<file path="src/design/mcst_consts.vh">
// timing, address and field constants for the module control and status block
`ifndef MCST_CONSTS_VH
`define MCST_CONSTS_VH
`define MCST_CLK_KHZ 50000
`define MCST_CLK_MHZ 50
`define MCST_T_RESET_US 10
`define MCST_T_INIT_MS 300
`define MCST_T_DATA_MS 1000
`define MCST_T_WR4_MS 40
`define MCST_T_WR8_MS 80
`define MCST_INIT_CYC 26'hE4E1C0
`define MCST_DATA_CYC 26'h2FAF080
`define MCST_WR4_CYC 22'h1E8480
`define MCST_WR8_CYC 22'h3D0900
`define MCST_RESET_CYC 10'h1F4
`define MCST_SOFT_OFF_RST 1'h0
`define MCST_SYNC_IDLE 5'h18
`define MCST_ID_ADDR 7'h50
`define MCST_DIAG_ADDR 7'h51
`define MCST_CSB_OFS 8'h6E
`define MCST_CSB_RESET 8'h00
`define MCST_BIT_PIN_OFF 7
`define MCST_BIT_SOFT_OFF 6
`define MCST_BIT_FAULT 2
`define MCST_BIT_LOS 1
`define MCST_BIT_READY 0
`define MCST_WR_SPLIT 4'h4
`endif

</file>
<file path="src/design/mcst_twi.v">
// two-wire management bus slave: byte framing, address match, acknowledge
`timescale 1ns/1ns
`include "mcst_consts.vh"
module mcst_twi (
  // clock and reset
  input wire i_mclk,
  input wire i_rst_n,
  // synchronised bus pins
  input wire i_scl,
  input wire i_sda,
  // control from the register side
  input wire i_ready,
  input wire i_busy,
  input wire [7:0] i_rd_data,
  // bus drive and register access
  output reg o_sda_oe,
  output reg o_dev_diag,
  output reg [7:0] o_ptr,
  output reg o_wr_stb,
  output reg [7:0] o_wr_data,
  output reg o_stop
);
  localparam [6:0] S_IDLE = 7'h01;
  localparam [6:0] S_ADDR = 7'h02;
  localparam [6:0] S_ACKA = 7'h04;
  localparam [6:0] S_WR = 7'h08;
  localparam [6:0] S_ACKW = 7'h10;
  localparam [6:0] S_RD = 7'h20;
  localparam [6:0] S_ACKR = 7'h40;

  function addr_hit;
    input [6:0] a;
    begin
      addr_hit = (a == `MCST_ID_ADDR) || (a == `MCST_DIAG_ADDR);
    end
  endfunction

  reg [6:0] st_q;
  reg scl_d_q;
  reg sda_d_q;
  reg [7:0] sh_q;
  reg [7:0] tx_q;
  reg [3:0] cnt_q;
  reg rw_q;
  reg phase_q;
  reg nack_q;
  wire rise = i_scl & ~scl_d_q;
  wire fall = ~i_scl & scl_d_q;
  wire start = scl_d_q & i_scl & sda_d_q & ~i_sda;
  wire stop = scl_d_q & i_scl & ~sda_d_q & i_sda;

  always @(posedge i_mclk or negedge i_rst_n) begin
    if (!i_rst_n) begin
      st_q <= S_IDLE;
      scl_d_q <= 1'b1;
      sda_d_q <= 1'b1;
      sh_q <= 8'h00;
      tx_q <= 8'h00;
      cnt_q <= 4'h0;
      rw_q <= 1'b0;
      phase_q <= 1'b0;
      nack_q <= 1'b1;
      o_sda_oe <= 1'b0;
      o_dev_diag <= 1'b0;
      o_ptr <= 8'h00;
      o_wr_stb <= 1'b0;
      o_wr_data <= 8'h00;
      o_stop <= 1'b0;
    end else begin
      scl_d_q <= i_scl;
      sda_d_q <= i_sda;
      o_wr_stb <= 1'b0;
      o_stop <= stop;
      if (start) begin
        st_q <= S_ADDR;
        cnt_q <= 4'h0;
        o_sda_oe <= 1'b0;
      end else if (stop) begin
        st_q <= S_IDLE;
        o_sda_oe <= 1'b0;
      end else begin
        if (rise && (st_q == S_ADDR || st_q == S_WR || st_q == S_RD)) begin
          sh_q <= {sh_q[6:0], i_sda};
          cnt_q <= cnt_q + 4'h1;
        end
        if (rise && st_q == S_ACKR) begin
          nack_q <= i_sda;
        end
        if (fall) begin
          case (st_q)
            S_IDLE: begin
              o_sda_oe <= 1'b0;
            end
            S_ADDR: begin
              if (cnt_q == 4'h8) begin
                // no answer before ready or during a write cycle
                if (addr_hit(sh_q[7:1]) && i_ready && !i_busy) begin
                  o_dev_diag <= sh_q[1];
                  rw_q <= sh_q[0];
                  o_sda_oe <= 1'b1;
                  st_q <= S_ACKA;
                end else begin
                  st_q <= S_IDLE;
                end
              end
            end
            S_ACKA: begin
              cnt_q <= 4'h0;
              if (rw_q) begin
                tx_q <= i_rd_data;
                o_sda_oe <= ~i_rd_data[7];
                st_q <= S_RD;
              end else begin
                o_sda_oe <= 1'b0;
                phase_q <= 1'b1;
                st_q <= S_WR;
              end
            end
            S_WR: begin
              if (cnt_q == 4'h8) begin
                o_sda_oe <= 1'b1;
                st_q <= S_ACKW;
                if (phase_q) begin
                  o_ptr <= sh_q;
                end else begin
                  o_wr_stb <= 1'b1;
                  o_wr_data <= sh_q;
                end
              end
            end
            S_ACKW: begin
              o_sda_oe <= 1'b0;
              cnt_q <= 4'h0;
              st_q <= S_WR;
              phase_q <= 1'b0;
              if (!phase_q) begin
                o_ptr <= o_ptr + 8'h01;
              end
            end
            S_RD: begin
              if (cnt_q == 4'h8) begin
                o_sda_oe <= 1'b0;
                o_ptr <= o_ptr + 8'h01;
                st_q <= S_ACKR;
              end else begin
                o_sda_oe <= ~tx_q[6];
                tx_q <= {tx_q[6:0], 1'b0};
              end
            end
            S_ACKR: begin
              cnt_q <= 4'h0;
              if (!nack_q) begin
                tx_q <= i_rd_data;
                o_sda_oe <= ~i_rd_data[7];
                st_q <= S_RD;
              end else begin
                st_q <= S_IDLE;
              end
            end
            default: begin
              st_q <= S_IDLE;
              o_sda_oe <= 1'b0;
            end
          endcase
        end
      end
    end
  end
endmodule // mcst_twi

</file>
<file path="src/design/mcst_top.v">
// low-speed control and status of a pluggable optical module
`timescale 1ns/1ns
`include "mcst_consts.vh"
// Behaviour
// - pin rising edge turns laser off fast
// - pin falling edge restores laser quickly
// - init clears fault, restores output, bus
// - fault output asserts well inside 100 us
// - lost signal raises los output quickly
// - returning signal drops los output quickly
// - soft off bit disables laser after stop
// - clearing soft off restores laser output
// - fault status bit follows fault latch
// - los status bit set on signal loss
// - los status bit cleared on return
// - data ready bit set after 1000 ms
// - bus answers both addresses after 300 ms
// - write cycle 40 or 80 ms by size
module mcst_top #(
  parameter [25:0] P_INIT_CYC = `MCST_INIT_CYC,
  parameter [25:0] P_DATA_CYC = `MCST_DATA_CYC,
  parameter [21:0] P_WR4_CYC = `MCST_WR4_CYC,
  parameter [21:0] P_WR8_CYC = `MCST_WR8_CYC
) (
  // clock and reset
  input wire i_mclk,
  input wire i_rst_n,
  // module pins
  input wire i_tx_off,
  input wire i_fault_det,
  input wire i_sig_det,
  // management bus
  input wire i_scl,
  input wire i_sda,
  output wire o_sda,
  output wire o_sda_oe,
  // status and laser control
  output reg o_laser_en,
  output reg o_tx_fault,
  output reg o_rx_los,
  output reg o_data_ready
);
  localparam [9:0] L_RESET_CYC = `MCST_RESET_CYC;
  // bus pins idle high, so no false edge after reset
  localparam [4:0] L_SYNC_IDLE = `MCST_SYNC_IDLE;

  // ----------------------------------------
  // pin synchronisers
  // ----------------------------------------
  wire [4:0] pin_raw = {i_scl, i_sda, i_tx_off, i_fault_det, i_sig_det};
  reg [4:0] sync1_q;
  reg [4:0] sync2_q;
  genvar g;
  generate
    for (g = 0; g < 5; g = g + 1) begin : g_sync
      always @(posedge i_mclk or negedge i_rst_n) begin
        if (!i_rst_n) begin
          sync1_q[g] <= L_SYNC_IDLE[g];
          sync2_q[g] <= L_SYNC_IDLE[g];
        end else begin
          sync1_q[g] <= pin_raw[g];
          sync2_q[g] <= sync1_q[g];
        end
      end
    end
  endgenerate
  wire scl_s = sync2_q[4];
  wire sda_s = sync2_q[3];
  wire off_s = sync2_q[2];
  wire fault_s = sync2_q[1];
  wire sig_s = sync2_q[0];

  // ----------------------------------------
  // power-on timing
  // ----------------------------------------
  reg [25:0] por_cnt_q;
  reg twi_ready_q;
  always @(posedge i_mclk or negedge i_rst_n) begin
    if (!i_rst_n) begin
      por_cnt_q <= 26'h0000000;
      twi_ready_q <= 1'b0;
      o_data_ready <= 1'b0;
    end else begin
      if (por_cnt_q < P_DATA_CYC) begin
        por_cnt_q <= por_cnt_q + 26'h0000001;
      end
      twi_ready_q <= (por_cnt_q >= P_INIT_CYC);
      o_data_ready <= (por_cnt_q >= P_DATA_CYC);
    end
  end

  // ----------------------------------------
  // disable pin and fault latch
  // ----------------------------------------
  reg off_d_q;
  reg [9:0] off_cnt_q;
  reg fault_q;
  wire off_fall = off_d_q & ~off_s;
  wire fault_clr = off_fall & (off_cnt_q >= L_RESET_CYC);
  always @(posedge i_mclk or negedge i_rst_n) begin
    if (!i_rst_n) begin
      off_d_q <= 1'b0;
      off_cnt_q <= 10'h000;
      fault_q <= 1'b0;
    end else begin
      off_d_q <= off_s;
      if (!off_s) begin
        off_cnt_q <= 10'h000;
      end else if (off_cnt_q < L_RESET_CYC) begin
        off_cnt_q <= off_cnt_q + 10'h001;
      end
      // a new fault wins over the clear
      if (fault_s) begin
        fault_q <= 1'b1;
      end else if (fault_clr) begin
        fault_q <= 1'b0;
      end
    end
  end

  // ----------------------------------------
  // control/status byte and write cycle
  // ----------------------------------------
  wire dev_diag;
  wire [7:0] ptr;
  wire wr_stb;
  wire [7:0] wr_data;
  wire bus_stop;
  reg soft_off_q;
  reg pend_q;
  reg pend_vld_q;
  reg [3:0] wr_bytes_q;
  reg [21:0] busy_cnt_q;
  wire busy = (busy_cnt_q != 22'h000000);
  wire csb_hit = dev_diag & (ptr == `MCST_CSB_OFS);
  always @(posedge i_mclk or negedge i_rst_n) begin
    if (!i_rst_n) begin
      soft_off_q <= `MCST_SOFT_OFF_RST;
      pend_q <= 1'b0;
      pend_vld_q <= 1'b0;
      wr_bytes_q <= 4'h0;
      busy_cnt_q <= 22'h000000;
    end else begin
      if (busy) begin
        busy_cnt_q <= busy_cnt_q - 22'h000001;
      end
      if (wr_stb) begin
        if (wr_bytes_q != 4'hF) begin
          wr_bytes_q <= wr_bytes_q + 4'h1;
        end
        if (csb_hit) begin
          pend_q <= wr_data[`MCST_BIT_SOFT_OFF];
          pend_vld_q <= 1'b1;
        end
      end
      if (bus_stop) begin
        wr_bytes_q <= 4'h0;
        pend_vld_q <= 1'b0;
        if (wr_bytes_q != 4'h0) begin
          busy_cnt_q <= (wr_bytes_q <= `MCST_WR_SPLIT) ? P_WR4_CYC : P_WR8_CYC;
        end
        if (pend_vld_q) begin
          soft_off_q <= pend_q;
        end
      end
    end
  end

  reg [7:0] csb;
  always @* begin
    csb = 8'h00;
    csb[`MCST_BIT_PIN_OFF] = off_s;
    csb[`MCST_BIT_SOFT_OFF] = soft_off_q;
    csb[`MCST_BIT_FAULT] = fault_q;
    csb[`MCST_BIT_LOS] = ~sig_s;
    csb[`MCST_BIT_READY] = o_data_ready;
  end
  wire [7:0] rd_data = csb_hit ? csb : 8'h00;

  // ----------------------------------------
  // output pins
  // ----------------------------------------
  always @(posedge i_mclk or negedge i_rst_n) begin
    if (!i_rst_n) begin
      o_laser_en <= 1'b0;
      o_tx_fault <= 1'b0;
      o_rx_los <= 1'b1;
    end else begin
      o_laser_en <= ~(off_s | soft_off_q | fault_q);
      o_tx_fault <= fault_q;
      o_rx_los <= ~sig_s;
    end
  end
  // open drain: only the enable moves
  assign o_sda = 1'b0;

  // ----------------------------------------
  // bus slave
  // ----------------------------------------
  mcst_twi u_twi (
    .i_mclk(i_mclk),
    .i_rst_n(i_rst_n),
    .i_scl(scl_s),
    .i_sda(sda_s),
    .i_ready(twi_ready_q),
    .i_busy(busy),
    .i_rd_data(rd_data),
    .o_sda_oe(o_sda_oe),
    .o_dev_diag(dev_diag),
    .o_ptr(ptr),
    .o_wr_stb(wr_stb),
    .o_wr_data(wr_data),
    .o_stop(bus_stop)
  );
endmodule // mcst_top

</file>
<file path="config.mk">
export PLATFORM = sky130hd
export DESIGN_NAME = mcst_top
export DESIGN_NICKNAME = d
export VERILOG_FILES = /design/src/design/mcst_twi.v /design/src/design/mcst_top.v
export VERILOG_INCLUDE_DIRS = /design/src /design/src/design
export SDC_FILE = /design/constraint.sdc
export NUM_CORES = 1
export LEC_CHECK = 0
export BUFFER_PORTS_ARGS = -buffer_cell sky130_fd_sc_hd__buf_2
export CELL_PAD_IN_SITES_DETAIL_PLACEMENT = 1
export CELL_PAD_IN_SITES_GLOBAL_PLACEMENT = 1
export CORE_UTILIZATION = 45
export DETAILED_ROUTE_END_ITERATION = 10
export PLACE_DENSITY_LB_ADDON = 0.12
export SLEW_MARGIN = 0
export SYNTH_ARGS = -nofsm -noshare
export SYNTH_HDL_FRONTEND = slang
export SYNTH_SLANG_ARGS = --single-unit
</file>
<file path="constraint.sdc">
create_clock -name i_mclk -period 6.7 [get_ports i_mclk]
set_input_delay 1.005 -clock i_mclk [delete_from_list [all_inputs] [get_ports i_mclk]]
set_output_delay 1.005 -clock i_mclk [all_outputs]
set_load 0.05 [all_outputs]
</file>
==> results of run 1 <==
cells by family after synthesis:
group,synth area share
xor gates and xnor gates,0.06947
and+or+nand+nor,0.2181
DFF,0.4921
AOI/OAI and AO/OA,0.1321
muxes,0.03483
buffers and inverters,0.02938
adders and majority gates,0.02335
other,0.0005832
cells in the mapped netlist, types with 12 or more instances:
| master | instances | area [um^2] |
|---|---|---|
| xnor2_1 | 34 | 297.8 |
| dfrtp_1 | 117 | 2928 |
| nor2_1 | 49 | 183.9 |
| a21oi_1 | 18 | 90.09 |
| o21ai_0 | 27 | 135.1 |
| xor2_1 | 17 | 148.9 |
| mux2_2 | 16 | 180.2 |
| nor4_1 | 13 | 81.33 |
| clkbuf_1 | 14 | 52.55 |
| ha_1 | 12 | 150.1 |
| nor3_1 | 16 | 80.08 |
| nand3_1 | 29 | 145.1 |
| and2_1 | 12 | 75.07 |
| inv_1 | 21 | 78.83 |
| nand2_1 | 41 | 153.9 |
| nand4_1 | 17 | 106.4 |
how the worst max path moves through the flow:
stage / from / to / slack [ns]
after floorplan: u_twi.st_q[5] / u_twi.sh_q[1] / 4.38
after global placement: u_twi.st_q[1] / u_twi.o_ptr[1] / 3.81
after detailed placement: u_twi.st_q[1] / u_twi.o_ptr[1] / 3.68
after CTS: u_twi.st_q[1] / u_twi.o_ptr[1] / 3.64
after global routing: u_twi.st_q[1] / u_twi.o_ptr[1] / 3.43
final: u_twi.st_q[1] / u_twi.o_ptr[1] / 3.62
power groups by stage:
stage	Sequential, mW	Clock, mW	Combinational, mW
detailed placement	1.01	0	0.404
global route	1.02	0.956	0.447
finish	1.00	0.899	0.405
CTS	1.00	0.924	0.410
global placement	0.999	0	0.384
floorplan	0.964	0	0.328
routing by layer:
layer,share of wire,GRT usage,wire (um)
met1,0.48,0.3060,7391
met3,0.023,0.04073,362
met2,0.48,0.3658,7524
met5,0,0,0
met4,0.016,0.08256,243
registers in the layout, summed over array words and instances (netlist names), 4 cells and up:
register and flops:
busy_cnt_q 22, sync1_q 5, u_twi.o_ptr 8, u_twi.tx_q 7, por_cnt_q 26, u_twi.st_q 7, wr_bytes_q 4, off_cnt_q 10
u_twi.cnt_q 4, u_twi.sh_q 8
layout make-up:
type / count / area share
clock buffer: 22 / 0.06445
clock inverter: 10 / 0.01581
inverter: 21 / 0.01095
multi-input combinational: 448 / 0.4281
sequential: 126 / 0.4394
tap: 180 / 0.03127
timing repair buffer: 13 / 0.01008
stage by stage:
| stage | setup slack (ns) | hold WS, ns | area, um^2 |
|---|---|---|---|
| floorplan | 4.383 | 0.3312 | 6430 |
| global placement | 3.806 | 0.3337 | 6624 |
| detailed placement | 3.678 | 0.3395 | 6624 |
| CTS | 3.637 | 0.3593 | 7202 |
| global route | 3.427 | 0.3609 | 7202 |
| finish | 3.623 | 0.3583 | 7202 |
==> impl_metrics.py, run 1 <==
metrics = {
    "outcome": {
        "run_status": "finished clean",
    },
    "global_route": {
        "number_of_antenna_violations_at_the_first_check_in_global_routing": 0,
        "first_global_vias": 4909,
        "grt_start_max_net_pins": 78,
        "grt_first_pass_wirelength_um": 25790,
        "globalRouteOverflowTotal": 0,
        "grtUsageTotal": 0.2270,
    },
    "synthesis": {
        "ys_seq_elements": 126,
        "asyncSetResetFlopFracSynth": 1.000,
        "synth_area_per_cell_um2": 10.44,
        "synth_enable_flop_cells": 0,
        "syn_area_um2": 6430,
        "synth_cell_types": 82,
        "postSynthNetCount": 635,
        "postSynthCellCount": 616,
        "ys_dominant_reg_cell": "dfrtp_1",
        "yosysWarnings": 0,
        "synth.yosys.seq_area_share": 0.4921,
    },
    "critical_path": {
        "critical_path_peak_fanout": 14,
        "ff2ff_setup_slack_ns": 3.62,
        "worstSetupPathType": "reg -> reg",
        "worstSetupPathDepth": 5,
        "critical_path_buf_inv_count": 0,
        "slowest_delay_ns": 0.89,
        "timing.reg2reg.worst_path_depth": 5,
        "source_of_the_worst_register_to_register_timing_path": "u_twi.st_q[1]",
        "cpLargestDelayFamily": "simple AND/OR/NAND/NOR gates",
        "crit_path_cell_trace": "or3_1 > nor4_2 > o21ai_0 > a21oi_2 > mux2_2",
        "timing.critical_path.to_type": "register",
        "timing.rr.end": "u_twi.o_ptr[1]",
        "worstPathRequired_ns": 7.00,
        "start_kind": "register",
        "timing.critical_path.slowest_stage_cell": "nor4_2",
        "critical_path_arrival_ns": 3.38,
    },
    "final_layout": {
        "num_antenna_cells": 0,
        "layout.cells.most_common": "dfrtp_1",
        "layout_common_cells": "dfrtp_1, nor2_1, nand2_1, xnor2_1, nand3_1",
        "drive_gt1_frac": 0.1453,
        "finish.cell_count_without_fillers": 820,
        "register_area_um2": 3164,
        "post-route-util": 0.5168,
        "fin_nets": 646,
        "multiInputGateArea_um2": 3083,
        "area_growth_syn_to_layout_pct": 12.01,
        "fillCellCount": 1552,
    },
    "sta": {
        "worst_pin_slew_ns": 1.059,
        "drv_slew": 0,
        "fin_setup_tns_ns": 0,
        "final.setup_skew_ns": 0.006087,
        "period_minus_slack_ns": 3.077,
        "final-setup-viol-count": 0,
        "fmax_mhz": 325.0,
        "max_slew_margin": 0.2881,
        "grt_setup_unrepaired": "false",
        "period_share": 0.4592,
        "hold_violations": 0,
    },
    "die": {
        "placementRows": 43,
        "die-height_um": 121.5,
        "fp.dieArea_um2": 14770,
        "initial_core_util": 0.4614,
        "floorplan.die.width_um": 121.5,
        "design.core.area_um2": 13930,
        "io_pins": 13,
    },
    "power_and_ir_drop": {
        "p_seq_frac": 0.435,
        "cellLeakagePower_nw": 3.077,
        "fin_total_pwr_mw": 2.306,
        "p_sw_frac": 0.3071,
        "power.share.combinational": 0.176,
        "clkPwrFrac": 0.390,
        "vdd_drop_max_uv": 290.5,
        "netsw_mw": 0.7082,
        "p_int_mw": 1.598,
        "powerDensity_nw_per_um2": 320.2,
    },
    "drt": {
        "iteration_0_drc_markers": 240,
        "vias_per_cell": 5.820,
        "dr.pass1.iters": 6,
        "dr_total_vias": 4772,
        "detail_route.drc_violations": 0,
        "drt_wl_total_um": 15520,
        "detail_route.wl_per_cell_um": 18.93,
        "post_route_antenna_net_violation_count": 0,
    },
    "clocking": {
        "clock-root-buffer": "clkbuf_16",
        "cts_hold_repair.buffers": 0,
        "cts_max_level": 4,
        "clk_transition_reported_paths_ns": 0.06,
        "cts_inserted_buffers": 17,
        "max-clock-path-buffers": 2,
        "clk-insertion-delay-late_ns": 0.42,
        "post_cts.repair.setup_buffers": 0,
        "tritoncts": "yes",
        "cts.sinks": 126,
        "postCtsResizedCells": 0,
    },
    "placed_design": {
        "io_buffers": 11,
        "routabilityCongestion": 0.8812,
        "placed_cells": 788,
        "detailedPlacementHpwl_um": 10540,
    },
    "run": {
        "max-cap-violations": 0,
    },
    "min_path": {
        "timing.hold.worst.class": "reg -> reg",
        "hold_depth": 0,
        "hold_path_end": "sda_s",
        "min-delay-start": "sync1_q[3]",
    },
}
Note: power is estimated with default switching activity, not from simulation.
==> run 2, diff against run 1 <==
==> constraint.sdc (replaced) <==
create_clock -name i_mclk -period 3 [get_ports i_mclk]
set_input_delay 0.45 -clock i_mclk [delete_from_list [all_inputs] [get_ports i_mclk]]
set_output_delay 0.45 -clock i_mclk [all_outputs]
set_load 0.05 [all_outputs]
==> run 2 against run 1 <==
Net effect: critical path depth is the same; setup slack lost 3.2 ns; sequential share of layout area shrank 0.75 points; combinational power grew 130%; count of clock-buffer cells in the layout shrank 4; clock power grew 120%; first-iteration DRC count grew 17%; hold slack lost 0.22 ns; sequential cell count is the same.
==> impl_metrics.py, run 2 (synthesis results as in run 1) <==
metrics = {
    "outcome": {
        "run_status": "finished clean",
    },
    "clocking": {
        "clk-insertion-delay-late_ns": 0.42,
        "clock-root-buffer": "clkbuf_16",
        "cts_max_level": 4,
        "cts_hold_repair.buffers": 1,
        "tritoncts": "yes",
        "post_cts.repair.setup_buffers": 0,
        "cts_inserted_buffers": 17,
        "max-clock-path-buffers": 2,
        "clk_transition_reported_paths_ns": 0.06,
        "postCtsResizedCells": 0,
        "cts.sinks": 126,
    },
    "sta": {
        "hold-worst-slack_ns": 0.1333,
        "period_minus_slack_ns": 2.604,
        "drv_slew": 0,
        "worst_pin_slew_ns": 0.8990,
        "max_slew_margin": 0.3961,
        "period_share": 0.8679,
        "timing.final.ws_setup_ns": 0.3963,
        "grt_setup_unrepaired": "false",
        "fin_setup_tns_ns": 0,
        "final-setup-viol-count": 0,
        "final.setup_skew_ns": 0.01297,
        "fmax_mhz": 384.1,
        "hold_violations": 0,
    },
    "power_and_ir_drop": {
        "fin_total_pwr_mw": 5.187,
        "powerDensity_nw_per_um2": 707.9,
        "vdd_drop_max_uv": 438.1,
        "cellLeakagePower_nw": 3.154,
    },
    "drt": {
        "vias_per_cell": 5.764,
        "detail_route.wl_per_cell_um": 18.28,
        "dr.pass1.iters": 4,
        "dr_wl_met2_um": 7432,
        "drt_wl_total_um": 15250,
        "routed-wl-met3_um": 385,
        "post_route_antenna_net_violation_count": 0,
        "wl_met1_um": 7283,
        "iteration_0_drc_markers": 281,
        "detail_route.drc_violations": 0,
        "dr_total_vias": 4807,
        "route.top_layer_used": "met4",
    },
    "die": {
        "design.core.area_um2": 13930,
        "placementRows": 43,
        "die-height_um": 121.5,
        "io_pins": 13,
        "floorplan.die.width_um": 121.5,
        "fp.dieArea_um2": 14770,
        "initial_core_util": 0.4614,
    },
    "critical_path": {
        "source_of_the_worst_register_to_register_timing_path": "u_twi.st_q[6]",
        "startpoint": "u_twi.st_q[6]",
        "timing.reg2reg.worst_path_depth": 5,
        "start_kind": "register",
        "worstSetupPathType": "reg -> reg",
        "critical_path_peak_fanout": 15,
        "timing.critical_path.to_type": "register",
        "worstPathRequired_ns": 3.29,
        "critical_path_arrival_ns": 2.90,
        "timing.rr.end": "u_twi.sh_q[5]",
        "ff2ff_setup_slack_ns": 0.40,
    },
    "global_route": {
        "grt_start_max_net_pins": 73,
        "globalRouteOverflowTotal": 0,
        "number_of_antenna_violations_at_the_first_check_in_global_routing": 0,
        "first_global_vias": 4934,
        "grtUsageTotal": 0.2249,
        "grt_first_pass_wirelength_um": 25560,
    },
    "min_path": {
        "timing.hold.worst.class": "in -> reg",
        "min-delay-start": "i_sda",
        "hold_path_end": "sync1_q[3]",
        "hold_depth": 1,
    },
    "final_layout": {
        "max_flop_register": "por_cnt_q",
        "reg.largest.list": "por_cnt_q: 26 flops, busy_cnt_q: 22 flops, off_cnt_q: 10 flops",
        "layout.cell_area.non_filler_um2": 7327,
        "layout_common_cells": "dfrtp_1, nor2_1, nand2_1, xnor2_1, nand3_1",
        "layout.cells.most_common": "dfrtp_1",
        "finish.cell_count_without_fillers": 834,
        "largest_reg_flops": 26,
        "fin_nets": 660,
        "area_growth_syn_to_layout_pct": 13.95,
        "post-route-util": 0.5258,
        "drive_gt1_frac": 0.1667,
        "num_antenna_cells": 0,
    },
    "placed_design": {
        "detailedPlacementHpwl_um": 10600,
        "place_worst_setup_slack_ns": 0.4407,
        "routabilityCongestion": 0.8688,
        "placed_cells": 801,
        "io_buffers": 11,
        "placed_cell_area_um2": 6734,
    },
    "run": {
        "max-cap-violations": 0,
    },
}
## run 2: final cells by class
cell class                 instances  area (um^2)
timing repair buffer              27        192.7
multi-input combinational        448         3083
clock inverter                    14        143.9
sequential                       126         3164
tap                              180        225.2
inverter                          21        78.83
clock buffer                      18        439.2
fill                            1516         6608
## run 2: how the worst max path moves through the flow
stage	to	slack [ns]	depth (start not counted)
after floorplan	u_twi.sh_q[1]	0.68	6
after global placement	u_twi.sh_q[2]	0.55	5
after detailed placement	u_twi.sh_q[4]	0.44	5
after CTS	u_twi.sh_q[5]	0.41	5
after global routing	u_twi.rw_q	0.30	5
final	u_twi.sh_q[5]	0.40	5
## run 2: critical path: stages, from the launching register on
cell and delay, ns:
dfrtp_1 0.56, or4_4 0.56, or3_1 0.42, a21boi_2 0.34, buf_4 0.24, mux2_2 0.35
## run 2: layer usage
layer,up-vias,GRT usage
met5,-,0
li1,2289,-
met4,0,0.06713
met3,8,0.04728
met1,2469,0.3064
met2,41,0.3604
## run 2: power by group
group	switching, mW	leakage, nW	internal, mW	total (mW)
combinational	0.518	1.24	0.411	0.929
sequential	0.314	1.64	1.92	2.23
clock	0.782	0.274	1.24	2.02
==> run 3, diff against run 2 <==
--- a/config.mk
+++ b/config.mk
@@ -6,11 +6,11 @@
 export SDC_FILE = /design/constraint.sdc
 export NUM_CORES = 1
 export LEC_CHECK = 0
-export BUFFER_PORTS_ARGS = -buffer_cell sky130_fd_sc_hd__buf_2
 export CELL_PAD_IN_SITES_DETAIL_PLACEMENT = 1
 export CELL_PAD_IN_SITES_GLOBAL_PLACEMENT = 1
 export CORE_UTILIZATION = 45
 export DETAILED_ROUTE_END_ITERATION = 10
+export DONT_BUFFER_PORTS = 1
 export PLACE_DENSITY_LB_ADDON = 0.12
 export SLEW_MARGIN = 0
 export SYNTH_ARGS = -nofsm -noshare
==> run 3 against run 2 <==
Net effect: the flow now finishes with violations (hold timing); first-iteration DRC count rose by 5.0%; maximum frequency decreased by 1.5%; hold slack lost 0.40 ns; critical path type unchanged; setup slack got worse by 0.041 ns; non-clock buffer count down 14; sequential share of layout area up 0.30 points; total power up 2.0%; largest cell class unchanged; largest power group unchanged.
==> impl_metrics.py, run 3 (synthesis results as in run 1) <==
metrics = {
    "outcome": {
        "run_status": "complete, but fails checks",
        "violations": "hold timing",
    },
    "clocking": {
        "cts_inserted_buffers": 17,
        "post_cts.repair.setup_buffers": 0,
        "postCtsResizedCells": 0,
        "clk_transition_reported_paths_ns": 0.05,
        "clock-root-buffer": "clkbuf_16",
        "clk-insertion-delay-late_ns": 0.41,
        "tritoncts": "yes",
        "max-clock-path-buffers": 2,
        "cts_max_level": 4,
        "cts.sinks": 126,
    },
    "sta": {
        "max_slew_margin": 0.4782,
        "hold-worst-slack_ns": -0.2643,
        "final-setup-viol-count": 0,
        "fmax_mhz": 378.1,
        "period_minus_slack_ns": 2.644,
        "fin_setup_tns_ns": 0,
        "final.setup_skew_ns": 0.007879,
        "worst_pin_slew_ns": 0.7767,
        "drv_slew": 0,
        "hold_violations": 126,
        "grt_setup_unrepaired": "false",
        "period_share": 0.8815,
    },
    "critical_path": {
        "critical_path_peak_fanout": 6,
        "timing.reg2reg.worst_path_depth": 7,
        "slowest_delay_ns": 0.54,
        "timing.critical_path.slowest_stage_cell": "or4_1",
        "critical_path_arrival_ns": 2.94,
        "startpoint": "u_twi.cnt_q[0]",
        "crit_path_cell_trace": "inv_1 > ha_1 > and3b_1 > o41ai_4 > or3b_1 > or4_1 > a21oi_1",
        "worstPathRequired_ns": 3.30,
        "worstSetupPathType": "reg -> reg",
        "timing.critical_path.to_type": "register",
        "source_of_the_worst_register_to_register_timing_path": "u_twi.cnt_q[0]",
        "start_kind": "register",
    },
    "global_route": {
        "globalRouteOverflowTotal": 0,
        "grt_first_pass_wirelength_um": 25830,
        "first_global_vias": 5004,
        "number_of_antenna_violations_at_the_first_check_in_global_routing": 0,
        "grtUsageTotal": 0.2265,
        "grt_start_max_net_pins": 127,
    },
    "drt": {
        "wl_met1_um": 7331,
        "dr_total_vias": 4801,
        "dr_wl_met2_um": 7300,
        "detail_route.drc_violations": 0,
        "routed-wl-met3_um": 455,
        "vias_per_cell": 5.855,
        "detail_route.wl_per_cell_um": 18.79,
        "drt_wl_total_um": 15410,
        "route.top_layer_used": "met4",
        "dr.pass1.iters": 4,
        "iteration_0_drc_markers": 295,
        "post_route_antenna_net_violation_count": 0,
    },
    "final_layout": {
        "reg.largest.list": "por_cnt_q: 26 flops, busy_cnt_q: 22 flops, off_cnt_q: 10 flops",
        "largest_reg_flops": 26,
        "fin_nets": 646,
        "layout_common_cells": "dfrtp_1, nor2_1, nand2_1, xnor2_1, nand3_1",
        "drive_gt1_frac": 0.1453,
        "num_antenna_cells": 0,
        "area_growth_syn_to_layout_pct": 13.15,
        "fillCellCount": 1511,
        "layout.cells.most_common": "dfrtp_1",
        "max_flop_register": "por_cnt_q",
    },
    "power_and_ir_drop": {
        "vdd_drop_max_uv": 557.0,
        "fin_total_pwr_mw": 5.291,
        "cellLeakagePower_nw": 3.115,
        "powerDensity_nw_per_um2": 727.3,
    },
    "die": {
        "die-height_um": 121.5,
        "placementRows": 43,
        "io_pins": 13,
        "fp.dieArea_um2": 14770,
        "initial_core_util": 0.4614,
        "design.core.area_um2": 13930,
        "floorplan.die.width_um": 121.5,
    },
    "placed_design": {
        "routabilityCongestion": 0.8810,
        "io_buffers": 0,
        "detailedPlacementHpwl_um": 10290,
    },
    "run": {
        "max-cap-violations": 0,
    },
    "min_path": {
        "timing.hold.worst.class": "in -> async",
    },
}
[run 3: changes by cell type in the layout (fill, tap and decap cells not counted), sizes merged, moves of 2 or more]
cell      change
clkinvlp      -3
buf          -13
clkinv        -2
bufinv        +2
clkbuf        +4
[run 3: layout make-up]
class                      instances  area (um^2)  area share
clock buffer                      22        464.2     0.06380
sequential                       126         3164      0.4349
multi-input combinational        448         3083      0.4237
clock inverter                    10        162.7     0.02236
timing repair buffer              13        97.59     0.01341
tap                              180        225.2     0.03095
inverter                          21        78.83     0.01083
[run 3: worst max-delay path: cells and delay by family (launching register included)]
kind / cells / cell delay, ns
adders and majority gates: 1 / 0.15
DFF: 1 / 0.43
buffers and inverters: 1 / 0.08
AOI/OAI and AO/OA: 2 / 0.44
and+or+nand+nor: 3 / 1.43
[run 3: path summary, 6_finish.rpt]
| path | slack [ns] | end |
|---|---|---|
| worst max-delay path | 0.36 | u_twi.st_q[2] |
| worst min-delay path | -0.26 | busy_cnt_q[14] |
| worst max register to register | 0.36 | u_twi.st_q[2] |
| worst min register to register | 0.35 | off_s |
| max in group asynchronous | 2.99 | sync1_q[3] |
| min in group i_mclk | 0.03 | sync1_q[4] |
[run 3: metrics by stage]
step | cell area (um^2) | instances | setup WS (ns) | hold WS [ns] | utilization
floorplan | 6430 | 616 | 0.6828 | 0.1544 | -
global placement | 6649 | 788 | 0.3942 | 0.1622 | 0.4771
detailed placement | 6649 | 788 | 0.3972 | 0.1619 | 0.4771
CTS | 7276 | 820 | 0.3805 | -0.2835 | 0.5221
global route | 7276 | 820 | 0.2146 | -0.2894 | 0.5221
finish | 7276 | 820 | 0.3555 | -0.2643 | 0.5221
[run 3: metal layers]
layer  vias up  global-route usage
met5         -                   0
met2        68              0.3565
met3        23             0.04869
met1      2445              0.3096
met4         0             0.07562
li1       2265                   -
[run 3: where the power goes]
group	switching (mW)	internal (mW)	total [mW]
Clock	0.750	1.43	2.18
Combinational	0.462	0.388	0.850
Sequential	0.336	1.92	2.26
